### src/verilog/lpas_params.svh
`ifndef LPAS_PARAMS_SVH
`define LPAS_PARAMS_SVH
// Contract
// - select 10 measures current pairs A-C, B-C, A-B
// - delay results 16-bit unsigned, 256 kHz ticks
// - three period registers refreshed every line period
// - period counts in 3.90625 us ticks
// - compare absolute phase voltage against sag level
// - per-phase under-level flags in status bits 14:12
// - mode 0 sets sag after full below period
// - mode 1 sets sag after below then above
// - mode 0 sag sets phase flag and pulls interrupt low
// - write one clears sag, releases interrupt, keeps flags
// - mode 0 re-sets sag after further below period
// - mode 1 continued below leaves sag clear
// - mode 1 rise sets sag, clears phase flag
// - flag set after below period, cleared after above
// - 8-bit half-cycle count, zero not allowed; zero is stored and acts as one
// - delays start and stop on rising crossings
// - interrupt only when mask sag bit set
// - count register write restarts half-cycle counter

// register addresses
`define LPAS_ADDR_SAG_LEVEL 16'hE509
`define LPAS_ADDR_PRIMARY_STATUS 16'hE502
`define LPAS_ADDR_PRIMARY_MASK 16'hE50B
`define LPAS_ADDR_PHASE_STATUS 16'hE600
`define LPAS_ADDR_DELAY_FIRST 16'hE601
`define LPAS_ADDR_DELAY_SECOND 16'hE602
`define LPAS_ADDR_DELAY_THIRD 16'hE603
`define LPAS_ADDR_COMPUTE_MODE 16'hE60E
`define LPAS_ADDR_ACCUM_CONFIG 16'hE701
`define LPAS_ADDR_SAG_CYCLES 16'hE704
`define LPAS_ADDR_PERIOD_A 16'hE905
`define LPAS_ADDR_PERIOD_B 16'hE906
`define LPAS_ADDR_PERIOD_C 16'hE907

// field positions
`define LPAS_BIT_SAG 16
`define LPAS_BIT_FLAG_LO 12
`define LPAS_BIT_SAG_MODE 6
`define LPAS_BIT_SEL_LO 9

// reset values
`define LPAS_RST_SAG_LEVEL 24'h000000
`define LPAS_RST_SAG_CYCLES 8'h01
`define LPAS_RST_ACCUM_CONFIG 8'h00
`define LPAS_RST_SELECT 2'h0
`define LPAS_RST_MASK 1'b0

// time base: 3.90625 us per tick
`define LPAS_CLK_KHZ 20000
`define LPAS_TICK_KHZ 256
`endif

### src/verilog/lpas_pkg.sv
package lpas_pkg;
	typedef enum logic [1:0] {
		SEL_VOLT_CURR = 2'h0,
		SEL_VOLT_VOLT = 2'h1,
		SEL_CURR_CURR = 2'h2,
		SEL_RESERVED = 2'h3
	} lpas_delay_sel_e;
endpackage

### src/verilog/lpas_line_monitor.sv
`include "lpas_params.svh"
module lpas_line_monitor (
	// clock and reset
	input wire logic sys_clk,
	input wire logic rst_n,
	// zero-crossing detector, one-cycle pulses per phase A..C in bits 0..2
	input wire logic [2:0] zxVoltRise,
	input wire logic [2:0] zxVoltFall,
	input wire logic [2:0] zxCurrRise,
	// filtered phase voltages, signed
	input wire logic signed [23:0] phaseVoltA,
	input wire logic signed [23:0] phaseVoltB,
	input wire logic signed [23:0] phaseVoltC,
	// register port
	input wire logic [15:0] regAddr,
	input wire logic regWrEn,
	input wire logic [31:0] regWrData,
	input wire logic regRdEn,
	output logic [31:0] regRdData,
	output logic regRdValid,
	// interrupt
	output logic event_interrupt_n
);
	localparam logic [14:0] TICK_STEP = 15'(`LPAS_TICK_KHZ);
	localparam logic [14:0] TICK_MOD = 15'(`LPAS_CLK_KHZ);

	// configuration, status and read-path registers
	logic [23:0] sag_level_q;
	logic [7:0] sag_half_cycle_count_q;
	logic [7:0] accumulation_config_q;
	logic [1:0] delay_pair_select_q;
	logic sagMask_q;
	logic sagStatus_q;
	logic [31:0] rdData_q;
	logic rdValid_q;

	// 256 kHz tick from a fractional accumulator: average exact, jitter one cycle
	logic [14:0] tickAcc_q;
	logic tick_q;
	wire [15:0] tickSum = {1'b0, tickAcc_q} + {1'b0, TICK_STEP};
	wire tickWrap = tickSum >= {1'b0, TICK_MOD};

	always_ff @(posedge sys_clk) begin
		if (!rst_n) begin
			tickAcc_q <= 15'h0000;
			tick_q <= 1'b0;
		end else begin
			tick_q <= tickWrap;
			tickAcc_q <= tickWrap ? 15'(tickSum - {1'b0, TICK_MOD}) : tickSum[14:0];
		end
	end

	// register decode
	wire wrSagLevel = regWrEn && (regAddr == `LPAS_ADDR_SAG_LEVEL);
	wire wrStatus = regWrEn && (regAddr == `LPAS_ADDR_PRIMARY_STATUS);
	wire wrMask = regWrEn && (regAddr == `LPAS_ADDR_PRIMARY_MASK);
	wire wrCompMode = regWrEn && (regAddr == `LPAS_ADDR_COMPUTE_MODE);
	wire wrAccum = regWrEn && (regAddr == `LPAS_ADDR_ACCUM_CONFIG);
	wire wrSagCyc = regWrEn && (regAddr == `LPAS_ADDR_SAG_CYCLES);
	wire sagMode = accumulation_config_q[`LPAS_BIT_SAG_MODE];

	always_ff @(posedge sys_clk) begin
		if (!rst_n) begin
			sag_level_q <= `LPAS_RST_SAG_LEVEL;
			sag_half_cycle_count_q <= `LPAS_RST_SAG_CYCLES;
			accumulation_config_q <= `LPAS_RST_ACCUM_CONFIG;
			delay_pair_select_q <= `LPAS_RST_SELECT;
			sagMask_q <= `LPAS_RST_MASK;
		end else begin
			if (wrSagLevel)
				sag_level_q <= regWrData[23:0];
			if (wrSagCyc)
				sag_half_cycle_count_q <= regWrData[7:0];
			if (wrAccum)
				accumulation_config_q <= regWrData[7:0];
			if (wrCompMode)
				delay_pair_select_q <= regWrData[`LPAS_BIT_SEL_LO+1:`LPAS_BIT_SEL_LO];
			if (wrMask)
				sagMask_q <= regWrData[`LPAS_BIT_SAG];
		end
	end

	// delay and period measurement between rising crossings
	wire [1:0] selRaw = delay_pair_select_q;
	wire selVI = (selRaw == lpas_pkg::SEL_VOLT_CURR);
	wire selVV = (selRaw == lpas_pkg::SEL_VOLT_VOLT);
	wire selII = (selRaw == lpas_pkg::SEL_CURR_CURR);
	logic [15:0] delayRes_q [3];
	logic [15:0] periodRes_q [3];

	genvar k;
	generate
		for (k = 0; k < 3; k++) begin : g_phase
			// pairs A-C, B-C, A-B
			localparam int START_IDX = (k == 2) ? 0 : k;
			localparam int STOP_IDX = (k == 2) ? 1 : 2;
			logic [15:0] dCnt_q;
			logic dRun_q;
			logic [15:0] pCnt_q;
			wire startEv = (selVI && zxVoltRise[k]) || (selVV && zxVoltRise[START_IDX])
				|| (selII && zxCurrRise[START_IDX]);
			wire stopEv = (selVI && zxCurrRise[k]) || (selVV && zxVoltRise[STOP_IDX])
				|| (selII && zxCurrRise[STOP_IDX]);
			wire dSat = (dCnt_q == 16'hFFFF);
			wire pSat = (pCnt_q == 16'hFFFF);

			always_ff @(posedge sys_clk) begin
				if (!rst_n) begin
					dCnt_q <= 16'h0000;
					dRun_q <= 1'b0;
					delayRes_q[k] <= 16'h0000;
				end else if (wrCompMode) begin
					// a new pairing discards the half-finished interval
					dRun_q <= 1'b0;
				end else if (dRun_q && stopEv) begin
					delayRes_q[k] <= dCnt_q;
					dRun_q <= 1'b0;
				end else if (startEv) begin
					dCnt_q <= 16'h0000;
					dRun_q <= 1'b1;
				end else if (dRun_q && tick_q && !dSat) begin
					dCnt_q <= dCnt_q + 16'h0001;
				end
			end

			always_ff @(posedge sys_clk) begin
				if (!rst_n) begin
					pCnt_q <= 16'h0000;
					periodRes_q[k] <= 16'h0000;
				end else if (zxVoltRise[k]) begin
					periodRes_q[k] <= pCnt_q;
					pCnt_q <= 16'h0000;
				end else if (tick_q && !pSat) begin
					pCnt_q <= pCnt_q + 16'h0001;
				end
			end
		end
	endgenerate

	// sag detection on the absolute voltage
	wire [23:0] absA = phaseVoltA[23] ? 24'(-phaseVoltA) : phaseVoltA;
	wire [23:0] absB = phaseVoltB[23] ? 24'(-phaseVoltB) : phaseVoltB;
	wire [23:0] absC = phaseVoltC[23] ? 24'(-phaseVoltC) : phaseVoltC;
	wire [2:0] belowLevel = {absC < sag_level_q, absB < sag_level_q, absA < sag_level_q};
	wire [2:0] halfCycle = zxVoltRise | zxVoltFall;
	wire [2:0] underFlag;
	wire [2:0] sagEvent;

	generate
		for (k = 0; k < 3; k++) begin : g_sag
			lpas_sag_phase u_sag (
				.sys_clk(sys_clk),
				.rst_n(rst_n),
				.halfCycle(halfCycle[k]),
				.belowLevel(belowLevel[k]),
				.sagCycles(sag_half_cycle_count_q),
				.restart(wrSagCyc),
				.flagMode(sagMode),
				.underFlag(underFlag[k]),
				.sagEvent(sagEvent[k])
			);
		end
	endgenerate

	// sticky sag status: a new event wins over the host clear
	wire sagSet = |sagEvent;
	wire sagClr = wrStatus && regWrData[`LPAS_BIT_SAG];

	always_ff @(posedge sys_clk) begin
		if (!rst_n)
			sagStatus_q <= 1'b0;
		else if (sagSet)
			sagStatus_q <= 1'b1;
		else if (sagClr)
			sagStatus_q <= 1'b0;
	end

	assign event_interrupt_n = !(sagStatus_q && sagMask_q);

	// read path, one cycle latency, unmapped reads zero
	wire [31:0] statusWord = 32'(sagStatus_q) << `LPAS_BIT_SAG;
	wire [31:0] maskWord = 32'(sagMask_q) << `LPAS_BIT_SAG;
	wire [31:0] phaseWord = 32'(underFlag) << `LPAS_BIT_FLAG_LO;
	wire [31:0] selWord = 32'(delay_pair_select_q) << `LPAS_BIT_SEL_LO;
	wire [31:0] rdMux =
		(regAddr == `LPAS_ADDR_SAG_LEVEL) ? {8'h00, sag_level_q} :
		(regAddr == `LPAS_ADDR_PRIMARY_STATUS) ? statusWord :
		(regAddr == `LPAS_ADDR_PRIMARY_MASK) ? maskWord :
		(regAddr == `LPAS_ADDR_PHASE_STATUS) ? phaseWord :
		(regAddr == `LPAS_ADDR_DELAY_FIRST) ? {16'h0000, delayRes_q[0]} :
		(regAddr == `LPAS_ADDR_DELAY_SECOND) ? {16'h0000, delayRes_q[1]} :
		(regAddr == `LPAS_ADDR_DELAY_THIRD) ? {16'h0000, delayRes_q[2]} :
		(regAddr == `LPAS_ADDR_COMPUTE_MODE) ? selWord :
		(regAddr == `LPAS_ADDR_ACCUM_CONFIG) ? {24'h000000, accumulation_config_q} :
		(regAddr == `LPAS_ADDR_SAG_CYCLES) ? {24'h000000, sag_half_cycle_count_q} :
		(regAddr == `LPAS_ADDR_PERIOD_A) ? {16'h0000, periodRes_q[0]} :
		(regAddr == `LPAS_ADDR_PERIOD_B) ? {16'h0000, periodRes_q[1]} :
		(regAddr == `LPAS_ADDR_PERIOD_C) ? {16'h0000, periodRes_q[2]} :
		32'h00000000;

	always_ff @(posedge sys_clk) begin
		if (!rst_n) begin
			rdData_q <= 32'h00000000;
			rdValid_q <= 1'b0;
		end else begin
			rdValid_q <= regRdEn;
			if (regRdEn)
				rdData_q <= rdMux;
		end
	end

	assign regRdData = rdData_q;
	assign regRdValid = rdValid_q;
endmodule

### src/verilog/lpas_sag_phase.sv
`include "lpas_params.svh"
module lpas_sag_phase (
	// clock and reset
	input wire logic sys_clk,
	input wire logic rst_n,
	// line events
	input wire logic halfCycle,
	input wire logic belowLevel,
	// configuration
	input wire logic [7:0] sagCycles,
	input wire logic restart,
	input wire logic flagMode,
	// results
	output logic underFlag,
	output logic sagEvent
);
	logic [7:0] cnt_q;
	logic allBelow_q;
	logic allAbove_q;
	logic flag_q;
	logic event_q;

	wire [8:0] cntNext = {1'b0, cnt_q} + 9'h001;
	// a count of zero behaves as one rather than never ending
	wire periodEnd = halfCycle && (cntNext >= {1'b0, sagCycles});
	wire belowNow = allBelow_q && belowLevel;
	wire aboveNow = allAbove_q && !belowLevel;
	wire eventD = flagMode ? (periodEnd && aboveNow && flag_q)
		: (periodEnd && belowNow);

	always_ff @(posedge sys_clk) begin
		if (!rst_n) begin
			cnt_q <= 8'h00;
			allBelow_q <= 1'b1;
			allAbove_q <= 1'b1;
			flag_q <= 1'b0;
			event_q <= 1'b0;
		end else begin
			event_q <= eventD;
			if (restart || periodEnd) begin
				cnt_q <= 8'h00;
				allBelow_q <= 1'b1;
				allAbove_q <= 1'b1;
			end else begin
				if (halfCycle)
					cnt_q <= cntNext[7:0];
				allBelow_q <= belowNow;
				allAbove_q <= aboveNow;
			end
			if (periodEnd && !restart) begin
				if (belowNow)
					flag_q <= 1'b1;
				else if (aboveNow)
					flag_q <= 1'b0;
			end
		end
	end

	assign underFlag = flag_q;
	assign sagEvent = event_q && !restart;
endmodule
### config.mk
export PLATFORM = sky130hd
export DESIGN_NAME = lpas_line_monitor
export DESIGN_NICKNAME = d
export VERILOG_FILES = /design/src/verilog/lpas_pkg.sv /design/src/verilog/lpas_line_monitor.sv /design/src/verilog/lpas_sag_phase.sv
export VERILOG_INCLUDE_DIRS = /design/src /design/src/verilog
export SDC_FILE = /design/constraint.sdc
export NUM_CORES = 1
export LEC_CHECK = 0
export ABC_AREA = 1
export ABC_CLOCK_PERIOD_IN_PS = 3610
export BUFFER_PORTS_ARGS = -buffer_cell sky130_fd_sc_hd__buf_2
export CAP_MARGIN = 0
export CORE_UTILIZATION = 40
export DETAILED_ROUTE_END_ITERATION = 8
export GPL_TIMING_DRIVEN = 0
export PLACE_DENSITY = 0.61
export SLEW_MARGIN = 10
export SYNTH_ARGS = -nofsm -noshare
export SYNTH_HDL_FRONTEND = slang
export SYNTH_HIERARCHICAL = 1
export SYNTH_SLANG_ARGS = --single-unit
### constraint.sdc
create_clock -name sys_clk -period 3.61 [get_ports sys_clk]
set_clock_uncertainty 0.1 [all_clocks]
set_input_delay 0.722 -clock sys_clk [delete_from_list [all_inputs] [get_ports sys_clk]]
set_output_delay 0.722 -clock sys_clk [all_outputs]
set_load 0.005 [all_outputs]
After elaboration in Yosys (flattened, before gate mapping)
Memory sizes are Yosys's and may differ from the RTL's.
Cells that the tools add are included.

word-level totals
  register bits = 228
  bits in writable memories = 96
  ROM bits = 0
  logic and storage cells = 258
  input bits = 133
  memories = 2
  bits in latches = 0
  output and inout port bits = 34

memories
  name         words  width  read ports  clocked after Yosys merged registers in  wr ports  line                     RTL
  delayRes_q   3      16     3           0                                        3         lpas_line_monitor.sv:88  logic [15:0] delayRes_q [3];
  periodRes_q  3      16     3           0                                        3         lpas_line_monitor.sv:89  logic [15:0] periodRes_q [3];

cells by class
  mux-type cells = 62
  bitwise logic cells = 12
  divide/modulo/power cells = 0
  $add $sub $neg = 14
  $mul = 0
  eq/ne operators = 21
  order comparisons = 7
  shifts and indexed selects = 0
  reductions and logical operators = 106

operator list
  kind                                                                                    number
  16-bit 2-to-1 mux                                                                       22
  16-bit == test (second input constant)                                                  19
  16-bit by 1-bit adder with 16-bit output (second input constant)                        6
  24-bit 2-to-1 mux                                                                       4
  24-bit less-than comparator                                                             3
  24-bit negation                                                                         3
  1-bit logical AND                                                                       56
  17-bit 2-to-1 mux                                                                       2
  1-bit 2-to-1 mux                                                                        33
  8-bit by 1-bit adder with 9-bit output (second input constant)                          3
  9-bit by 8-bit greater-or-equal comparator with 1-bit output                            3
  15-bit by 9-bit adder with 16-bit output (second input constant)                        1
  16-bit by 15-bit greater-or-equal comparator with 1-bit output (second input constant)  1
  1-bit logical OR                                                                        15
  15-bit 2-to-1 mux                                                                       1
  15-bit subtractor (second input constant)                                               1
  2-bit nonzero test                                                                      7
  2-bit OR reduction                                                                      6
  3-bit OR reduction                                                                      4
  1-bit logical NOT                                                                       11
  3-bit AND reduction                                                                     3
  1-bit bitwise OR                                                                        6
  2-bit AND reduction                                                                     3
  1-bit inverter                                                                          5
  other kinds (4)                                                                         4

Depth between registers and ports, before layout
Gate-level depths: netlist of run 1.

  depth in word-level cells = 14
  mapped depth = 24
  depth with buffers taken out = 24

Hierarchy
Netlist of run 1, hierarchy kept.

by module, submodules not included
  module             sequential area each (um^2)  times used  area an instance (um^2)  cells each
  lpas_line_monitor  6,466.2                      1           16,816.1                 2,318
  lpas_sag_phase     240.2                        3           809.5                    118

Worst setup path before layout of run 1
Ideal clock, no wire load.

  path kind = input-to-reg
  from = in phaseVoltB[0]
  to = reg g_sag[1].u_sag.flag_q
  setup slack = 0.092 ns
  arrival time = 3.301 ns
  stages = 24
  path buffers = 0
  library setup time = 0.116 ns
  required time = 3.394 ns
  path through = inv_1 ha_1 nand3_1 nor3_1 nand3_1 nor2_1 nand2_1 nor2_1 nand2_1 o21ai_0 inv_1 nand2_1 nand2_1 ha_1 nand4_1 nor3_1 nor4b_1 a21boi_0 nor2_1 inv_1 nand2_1 nand4_1 nand2_1 a21oi_1

between the ends
  word-level cells in the longest chain between the ends = 7
  elaborated cells between the ends (all ways) = 9
  classes of those cells = add/sub: 1; order compare: 1; mux: 2; reduce/logical: 5

RTL lines
  item                             line                      RTL
  from (decl)                      lpas_line_monitor.sv:12   input wire logic signed [23:0] phaseVoltB,
  24-bit negation                  lpas_line_monitor.sv:142  wire [23:0] absB = phaseVoltB[23] ? 24'(-phaseVoltB) : phaseVoltB;
  24-bit 2-to-1 mux (*)            lpas_line_monitor.sv:142
  24-bit less-than comparator (*)  lpas_line_monitor.sv:144  wire [2:0] belowLevel = {absC < sag_level_q, absB < sag_level_q, absA < sag_level_q};
  net belowLevel[1]                lpas_line_monitor.sv:144
  1-bit logical NOT                lpas_sag_phase.sv:27      wire aboveNow = allAbove_q && !belowLevel;
  1-bit logical AND                lpas_sag_phase.sv:27
  2-bit nonzero test (no line)     n/a
  2-bit AND reduction (no line)    n/a
  to (signal assigned)             lpas_sag_phase.sv:36      flag_q <= 1'b0;
  to (signal assigned)             lpas_sag_phase.sv:52      flag_q <= 1'b1;
  to (signal assigned)             lpas_sag_phase.sv:54      flag_q <= 1'b0;
  to (decl)                        lpas_sag_phase.sv:20      logic flag_q;

Mark *: on every way through the listed nets, which the timed path passes. The rest lies on a longest branch.
A chain may end at the register's enable or synchronous reset.

Worst setup path in the final report of run 1
  from = in phaseVoltB[1]
  to = reg g_sag[1].u_sag.flag_q

The elaborated chain is that of the path after synthesis.

==> results.sh, run 1 <==
export IMPL_grt_total_usage_pct=22.4
export IMPL_fin_crit_ps=3530
export IMPL_fp_dieH_um=221
export IMPL_max_cap_violations=0
export IMPL_ys_ff_latch=311
export IMPL_path_class="in2reg"
export IMPL_die_area_sq_um=49000
export IMPL_dpl_cell_area_sq_um=20800
export IMPL_remaining_drc_errors=0
export IMPL_syn_avg_cell_area_sq_um=7.20
export IMPL_status="complete, no violations"
export IMPL_wirelength_um=55900
export IMPL_r2r_cells=13
export IMPL_final_antenna_net_count=0
export IMPL_yosysWarnings=6
export IMPL_area_delta_synth_final_pct=15.9
export IMPL_clock_path_buffers=3
export IMPL_initial_core_util_pct=40.4
export IMPL_clk_pin_slew_ps=60
export IMPL_crit_required_ps=3930
export IMPL_rrSetupSlack_ps=1160
export IMPL_final_hold_viol_count=0
export IMPL_setup_viol=0
export IMPL_grt_antenna_before_repair=8
export IMPL_yosysSeqAreaShare_pct=37.3
export IMPL_cts_max_level=2
export IMPL_crit_end="g_sag[1].u_sag/underFlag"
export IMPL_fin_setup_tns_ps=0
export IMPL_reg2reg_to="g_sag[1].u_sag/allBelow_q"
export IMPL_grt_pass1_vias=17400
export IMPL_cts_root_buf="clkbuf_16"
export IMPL_layout_drive_gt1_share_pct=14.1
export IMPL_crit_path_end_kind="register"
export IMPL_start_kind="primary input"
export IMPL_relSlewSlack_pct=40.6
export IMPL_period_share_pct=97.8
export IMPL_ir_drop_v=0.000265
export IMPL_clk_latency_ps=540
export IMPL_dieWidth_um=221
export IMPL_fp_row_count=80
export IMPL_first_iter_violations=1398
export IMPL_via_count=18200
export IMPL_path_max_fanout=3
export IMPL_dp_hpwl_um=44400
export IMPL_worst_slack_ps=78.8
export IMPL_hp_class="reg2reg"
export IMPL_max_slew_worst_pin_slew_ps=892
export IMPL_design_area_sq_um=22300
export IMPL_setup_worst_path_start="phaseVoltB[1]"
export IMPL_r2r_start="g_sag[1].u_sag/cnt_q[0]"
export IMPL_pre_cts_ws_ps=-942
export IMPL_viasPerCell=5.16
export IMPL_wire_per_inst_um=15.9
export IMPL_synth_area_sq_um=19200
export IMPL_detail_route_first_pass_iterations=6
export IMPL_ys_types=52
export IMPL_cts_tree="yes"
export IMPL_powerDensity_nw_per_um2=380
export IMPL_fmax_mhz=283
export IMPL_clkSinkCount=311
export IMPL_grt_pass1_wl_um=88600
export IMPL_power_leakage_nw=9.11
export IMPL_arrival_ps=3850
export IMPL_routabilityCongestion=0.914
export IMPL_grt_max_degree=22
export IMPL_coreArea_sq_um=47600
export IMPL_grt_overflow=0
export IMPL_final_nets=3121
export IMPL_io_buffers=148
export IMPL_netlist_instances=2672
export IMPL_rsz0062_at_grt="yes"
export IMPL_pin_count=167
export IMPL_slew_viol_final=0
export IMPL_numCtsBuffers=35
## synthesized netlist by cell type (all sizes together)
| cell | count | area [sq um] |
|---|---|---|
| nand2 | 537 | 2070 |
| inv | 391 | 1470 |
| nor2 | 348 | 1390 |
| a21oi | 221 | 1110 |
| dfxtp | 215 | 4300 |
| o21ai | 173 | 870 |
| nand3 | 149 | 816 |
| ha | 110 | 1380 |
| edfxtp | 96 | 2880 |
| xor2 | 95 | 832 |
| nor3 | 68 | 385 |
| nand4 | 45 | 282 |
| buf | 43 | 277 |
| clkbuf | 37 | 139 |
| nand3b | 25 | 188 |
| nor4 | 20 | 131 |
| xnor2 | 20 | 175 |
| or2 | 14 | 87.6 |
| a31oi | 10 | 62.6 |
| o211ai | 7 | 52.6 |
| nor3b | 6 | 45.0 |
| a211oi | 5 | 37.5 |
| o21a | 5 | 37.5 |
| o31ai | 5 | 37.5 |
| and3 | 4 | 25.0 |
| clkinv | 4 | 16.3 |
| o21bai | 4 | 30.0 |
| o221ai | 4 | 35.0 |
| a21boi | 3 | 22.5 |
| a21o | 3 | 22.5 |
| a221oi | 1 | 8.76 |
| and2 | 1 | 7.51 |
| conb | 1 | 3.75 |
| nor4b | 1 | 8.76 |
| or4 | 1 | 7.51 |
## critical path: stages
cell and delay [ps]:
buf_6 100, inv_4 60, ha_4 130, nand3_2 80, nor3_2 190, nand3_1 150, nor2_1 160, nand2_1 110
nor2_2 150, nand2_2 100, o21ai_2 160, inv_1 50, nand2_1 80, nand2_2 70, ha_4 260, nand4_1 170
nor3_4 240, nor4b_4 300, a21boi_4 120, nor2_2 130, inv_1 60, nand2_1 50, nand4_1 70, nand2_1 80
a21oi_2 50
## registers in the layout, summed over array words and instances (netlist names), 2 cells and up
signal                  flops
g_sag.u_sag/underFlag       3
accumulation_config_q       8
g_sag.u_sag/allAbove_q      3
sag_half_cycle_count_q      8
g_sag.u_sag/cnt_q          24
tickAcc_q                  10
periodRes_q                48
g_phase.pCnt_q             48
g_phase.dCnt_q             48
g_phase.dRun_q              3
delayRes_q                 48
g_sag.u_sag/event_q         3
delay_pair_select_q         2
g_sag.u_sag/allBelow_q      3
sag_level_q                24
regRdData                  24
## worst min-delay path by stage
stage / start / slack, ps / to / depth (start not counted)
floorplan: accumulation_config_q[5] / 330 / accumulation_config_q[5] / 2
global placement: accumulation_config_q[0] / 350 / accumulation_config_q[0] / 2
detailed placement: accumulation_config_q[0] / 360 / accumulation_config_q[0] / 2
CTS: accumulation_config_q[0] / 360 / accumulation_config_q[0] / 2
global route: g_phase[0].dCnt_q[15] / 380 / g_phase[0].dCnt_q[15] / 2
finish: accumulation_config_q[0] / 360 / accumulation_config_q[0] / 2
## cells by family (layout without fill, tap and decap cells)
group / after synthesis / count (layout) / synth area share (%)
AO/OA/AOI/OAI: 441 / 441 / 12.1
XOR/XNOR: 115 / 115 / 5.23
adder cells (fa/ha/maj): 110 / 110 / 7.15
buffers and inverters: 475 / 698 / 9.87
flip-flops: 311 / 311 / 37.3
other: 1 / 13 / 0.0195
AND/OR/NAND/NOR: 1219 / 1219 / 28.3
## report_power, final
part	switching [W]	internal [W]
Sequential	0.0000770	0.00372
Clock	0.00148	0.00203
Combinational	0.000734	0.000440
## cells in the final DEF, fill, tap and decap left out, types with 10 or more instances in the layout
| cell type | instances |
|---|---|
| nor4_1 | 17 |
| nand3_1 | 138 |
| inv_2 | 40 |
| nand4_1 | 45 |
| o21ai_0 | 145 |
| nand2_2 | 18 |
| a21oi_1 | 215 |
| nor3_1 | 55 |
| nor2_2 | 20 |
| xor2_1 | 95 |
| ha_1 | 107 |
| inv_1 | 349 |
| buf_4 | 28 |
| nand2_1 | 515 |
| o21ai_1 | 24 |
| edfxtp_1 | 96 |
| nor2_1 | 319 |
| clkbuf_16 | 36 |
| xnor2_1 | 20 |
| buf_2 | 167 |
| nor3_2 | 11 |
| a31oi_1 | 10 |
| nand3b_1 | 25 |
| clkbuf_1 | 42 |
| dfxtp_1 | 215 |
## final cells by class
| cell class | instances | area [sq um] |
|---|---|---|
| Multi-Input combinational cell | 1893 | 10400 |
| Timing Repair Buffer | 162 | 875 |
| Antenna cell | 5 | 12.5 |
| Inverter | 395 | 1490 |
| Fill cell | 4719 | 25300 |
| Clock buffer | 44 | 955 |
| Buffer | 80 | 415 |
| Tap cell | 615 | 769 |
| Sequential cell | 311 | 7190 |
| Clock inverter | 17 | 165 |
## layer usage
layer / up-vias / part of all wire (%) / global-route usage, %
li1: 9126 / - / -
met1: 8384 / 44 / 28.7
met2: 530 / 47 / 38.1
met3: 117 / 5.5 / 2.83
met4: 4 / 3.8 / 9.43
met5: - / 0.048 / 0
## what timing repair did
| item | in CTS | in global routing |
|---|---|---|
| setup buffers | 0 | 11 |
| hold endpoints to repair | 0 | 0 |
| hold buffers | 0 | 0 |
| resized for setup | 14 | 53 |
| pin swaps | 2 | 27 |
| endpoints found under the setup margin | 9 | 7 |
## metrics by stage
step                      util [%]  total power, W  hold WS [ps]  cells
final                         46.8         0.00849           360   3522
after detailed placement      43.7         0.00498           356   3445
after floorplan                  -         0.00461           330   2679
after CTS                     46.2         0.00851           364   3506
after global routing          46.8         0.00886           381   3520
after global placement        43.6         0.00494           347   3442
Power figures use the tool's default switching activity.
==> inputs of run 2 (changes only) <==
--- a/config.mk
+++ b/config.mk
@@ -11,6 +11,7 @@
 export BUFFER_PORTS_ARGS = -buffer_cell sky130_fd_sc_hd__buf_2
 export CAP_MARGIN = 0
 export CORE_UTILIZATION = 40
+export CTS_BUF_LIST = sky130_fd_sc_hd__clkbuf_4 sky130_fd_sc_hd__clkbuf_8
 export DETAILED_ROUTE_END_ITERATION = 8
 export GPL_TIMING_DRIVEN = 0
 export PLACE_DENSITY = 0.61
==> run 2 against run 1 <==
Compared with the run above:
- flip-flop and latch count unchanged
- sequential share of layout area is 0.26 points higher
- worst setup slack improved by 50 ps
- die area is the same
- global-route usage increased by 0.17 points
- combinational power hardly changed
- clock-buffer cell count is 37 higher
- fmax up 1.4%
- routed wire length increased by 0.23%
- via count increased by 0.38%
==> results.sh, run 2 (synthesis gave the netlist of run 1 again) <==
export IMPL_max_slew_worst_pin_slew_ps=861
export IMPL_powerDensity_nw_per_um2=372
export IMPL_register_area_sq_um=7190
export IMPL_wirelength_um=56000
export IMPL_io_buffers=148
export IMPL_power_leakage_nw=9.11
export IMPL_dpl_cell_area_sq_um=20800
export IMPL_wire_per_inst_um=15.8
export IMPL_pin_count=167
export IMPL_relSlewSlack_pct=42.6
export IMPL_remaining_drc_errors=0
export IMPL_worst_slack_ps=129
export IMPL_numCtsBuffers=53
export IMPL_layout_drive_gt1_share_pct=14.5
export IMPL_hp_class="in2reg"
export IMPL_detail_route_first_pass_iterations=6
export IMPL_multi_input_area_sq_um=10300
export IMPL_design_area_sq_um=22100
export IMPL_clock_path_buffers=3
export IMPL_min_from="regWrData[19]"
export IMPL_setup_worst_path_start="phaseVoltB[0]"
export IMPL_die_area_sq_um=49000
export IMPL_crit_path_end_kind="register"
export IMPL_slew_viol_final=0
export IMPL_start_kind="primary input"
export IMPL_status="complete, no violations"
export IMPL_setup_viol=0
export IMPL_cts_root_buf="clkbuf_8"
export IMPL_clk_latency_ps=640
export IMPL_layout_cells_most_common="nand2_1"
export IMPL_grt_antenna_before_repair=8
export IMPL_viasPerCell=5.13
export IMPL_r2r_start="g_sag[1].u_sag/cnt_q[0]"
export IMPL_grt_total_usage_pct=22.6
export IMPL_rsz0062_at_grt="yes"
export IMPL_final_cell_mix="519 x nand2_1, 349 x inv_1, 322 x nor2_1"
export IMPL_final_hold_viol_count=0
export IMPL_routabilityCongestion=0.914
export IMPL_dp_hpwl_um=44400
export IMPL_grt_overflow=0
export IMPL_coreArea_sq_um=47600
export IMPL_period_share_pct=96.4
export IMPL_arrival_ps=3900
export IMPL_pre_cts_ws_ps=-942
export IMPL_clk_pin_slew_ps=60
export IMPL_hold_path_cell_count=3
export IMPL_cts_max_level=2
export IMPL_fp_dieH_um=221
export IMPL_crit_required_ps=4020
export IMPL_r2r_cells=13
export IMPL_path_class="in2reg"
export IMPL_cts_tree="yes"
export IMPL_fin_util_pct=46.4
export IMPL_min_to="sag_level_q[19]"
export IMPL_grt_max_degree=22
export IMPL_max_cap_violations=0
export IMPL_grt_pass1_vias=17500
export IMPL_final_antenna_net_count=0
export IMPL_area_delta_synth_final_pct=15.0
export IMPL_reg2reg_to="g_sag[1].u_sag/allBelow_q"
export IMPL_initial_core_util_pct=40.4
export IMPL_grt_pass1_wl_um=89000
export IMPL_dieWidth_um=221
export IMPL_clkSinkCount=311
export IMPL_fmax_mhz=287
export IMPL_fp_row_count=80
export IMPL_rrSetupSlack_ps=1150
export IMPL_ir_drop_v=0.000212
export IMPL_final_nets=3135
export IMPL_path_max_fanout=3
export IMPL_first_iter_violations=1347
export IMPL_fin_crit_ps=3480
export IMPL_via_count=18200
export IMPL_fill_cells=4793
==> run 2: final cells by class <==
| type | count | share of cell area (%) |
|---|---|---|
| antenna | 5 | 0.0566 |
| buffer | 80 | 1.88 |
| clock buffer | 81 | 4.44 |
| clock inverter | 19 | 0.503 |
| inverter | 395 | 6.71 |
| multi-input combinational | 1893 | 46.7 |
| sequential | 311 | 32.5 |
| tap | 615 | 3.48 |
| timing repair buffer | 158 | 3.70 |
==> run 2: worst max path at each step <==
stage	endpoint	slack [ps]	cells past startpoint
floorplan	g_sag[1].u_sag/underFlag	90	24
global placement	g_sag[1].u_sag/underFlag	-920	25
detailed placement	g_sag[1].u_sag/underFlag	-940	25
CTS	g_sag[2].u_sag/underFlag	10	21
global route	g_sag[1].u_sag/event_q	-50	20
finish	g_sag[1].u_sag/underFlag	130	25
==> run 2: critical path, cell delays in order <==
cell      delay (ps)
buf_2            100
inv_2             60
ha_2             180
nand3_2           80
nor3_2           190
nand3_1          140
nor2_1           160
nand2_1          110
nor2_2           160
nand2_2           90
o21ai_2          140
inv_1             50
nand2_1           50
nand2_1           50
ha_1             280
nand4_1          180
nor3_4           240
nor4b_4          320
a21boi_4         110
nor2_2           120
inv_1             60
nand2_1           50
nand4_1           90
nand2_1           70
a21oi_1           60
==> run 2: where the power goes <==
part	leakage (nW)	internal (W)	switching [W]
clock network	0.588	0.00181	0.00148
logic	5.74	0.000427	0.000719
registers	2.79	0.00372	0.0000764
total	9.11	0.00595	0.00228
==> run 2: metal layers <==
layer | share of wire (%) | vias to the layer above | GRT usage, %
li1 | - | 9163 | -
met1 | 44 | 8430 | 28.4
met2 | 47 | 525 | 39.0
met3 | 5.5 | 108 | 3.57
met4 | 2.9 | 4 | 8.17
met5 | 0.045 | - | 0
==> run 2: stage by stage <==
stage	std cells	total power, W	setup TNS [ps]	hold slack [ps]
after CTS	3545	0.00830	0	233
after detailed placement	3445	0.00498	-16670	356
after global placement	3442	0.00494	-40040	347
after floorplan	2679	0.00461	0	330
final	3557	0.00823	0	270
after global routing	3555	0.00863	-77.1	277
==> run 2: repair_timing <==
action / 4_1_cts / 5_1_grt
hold buffers: 0 / 0
endpoints found under the hold margin: 0 / 0
buffers inserted: 0 / 7
pin swaps: 0 / 20
endpoints found under the setup margin: 4 / 8
cloned: 0 / 0
resized for setup: 6 / 35
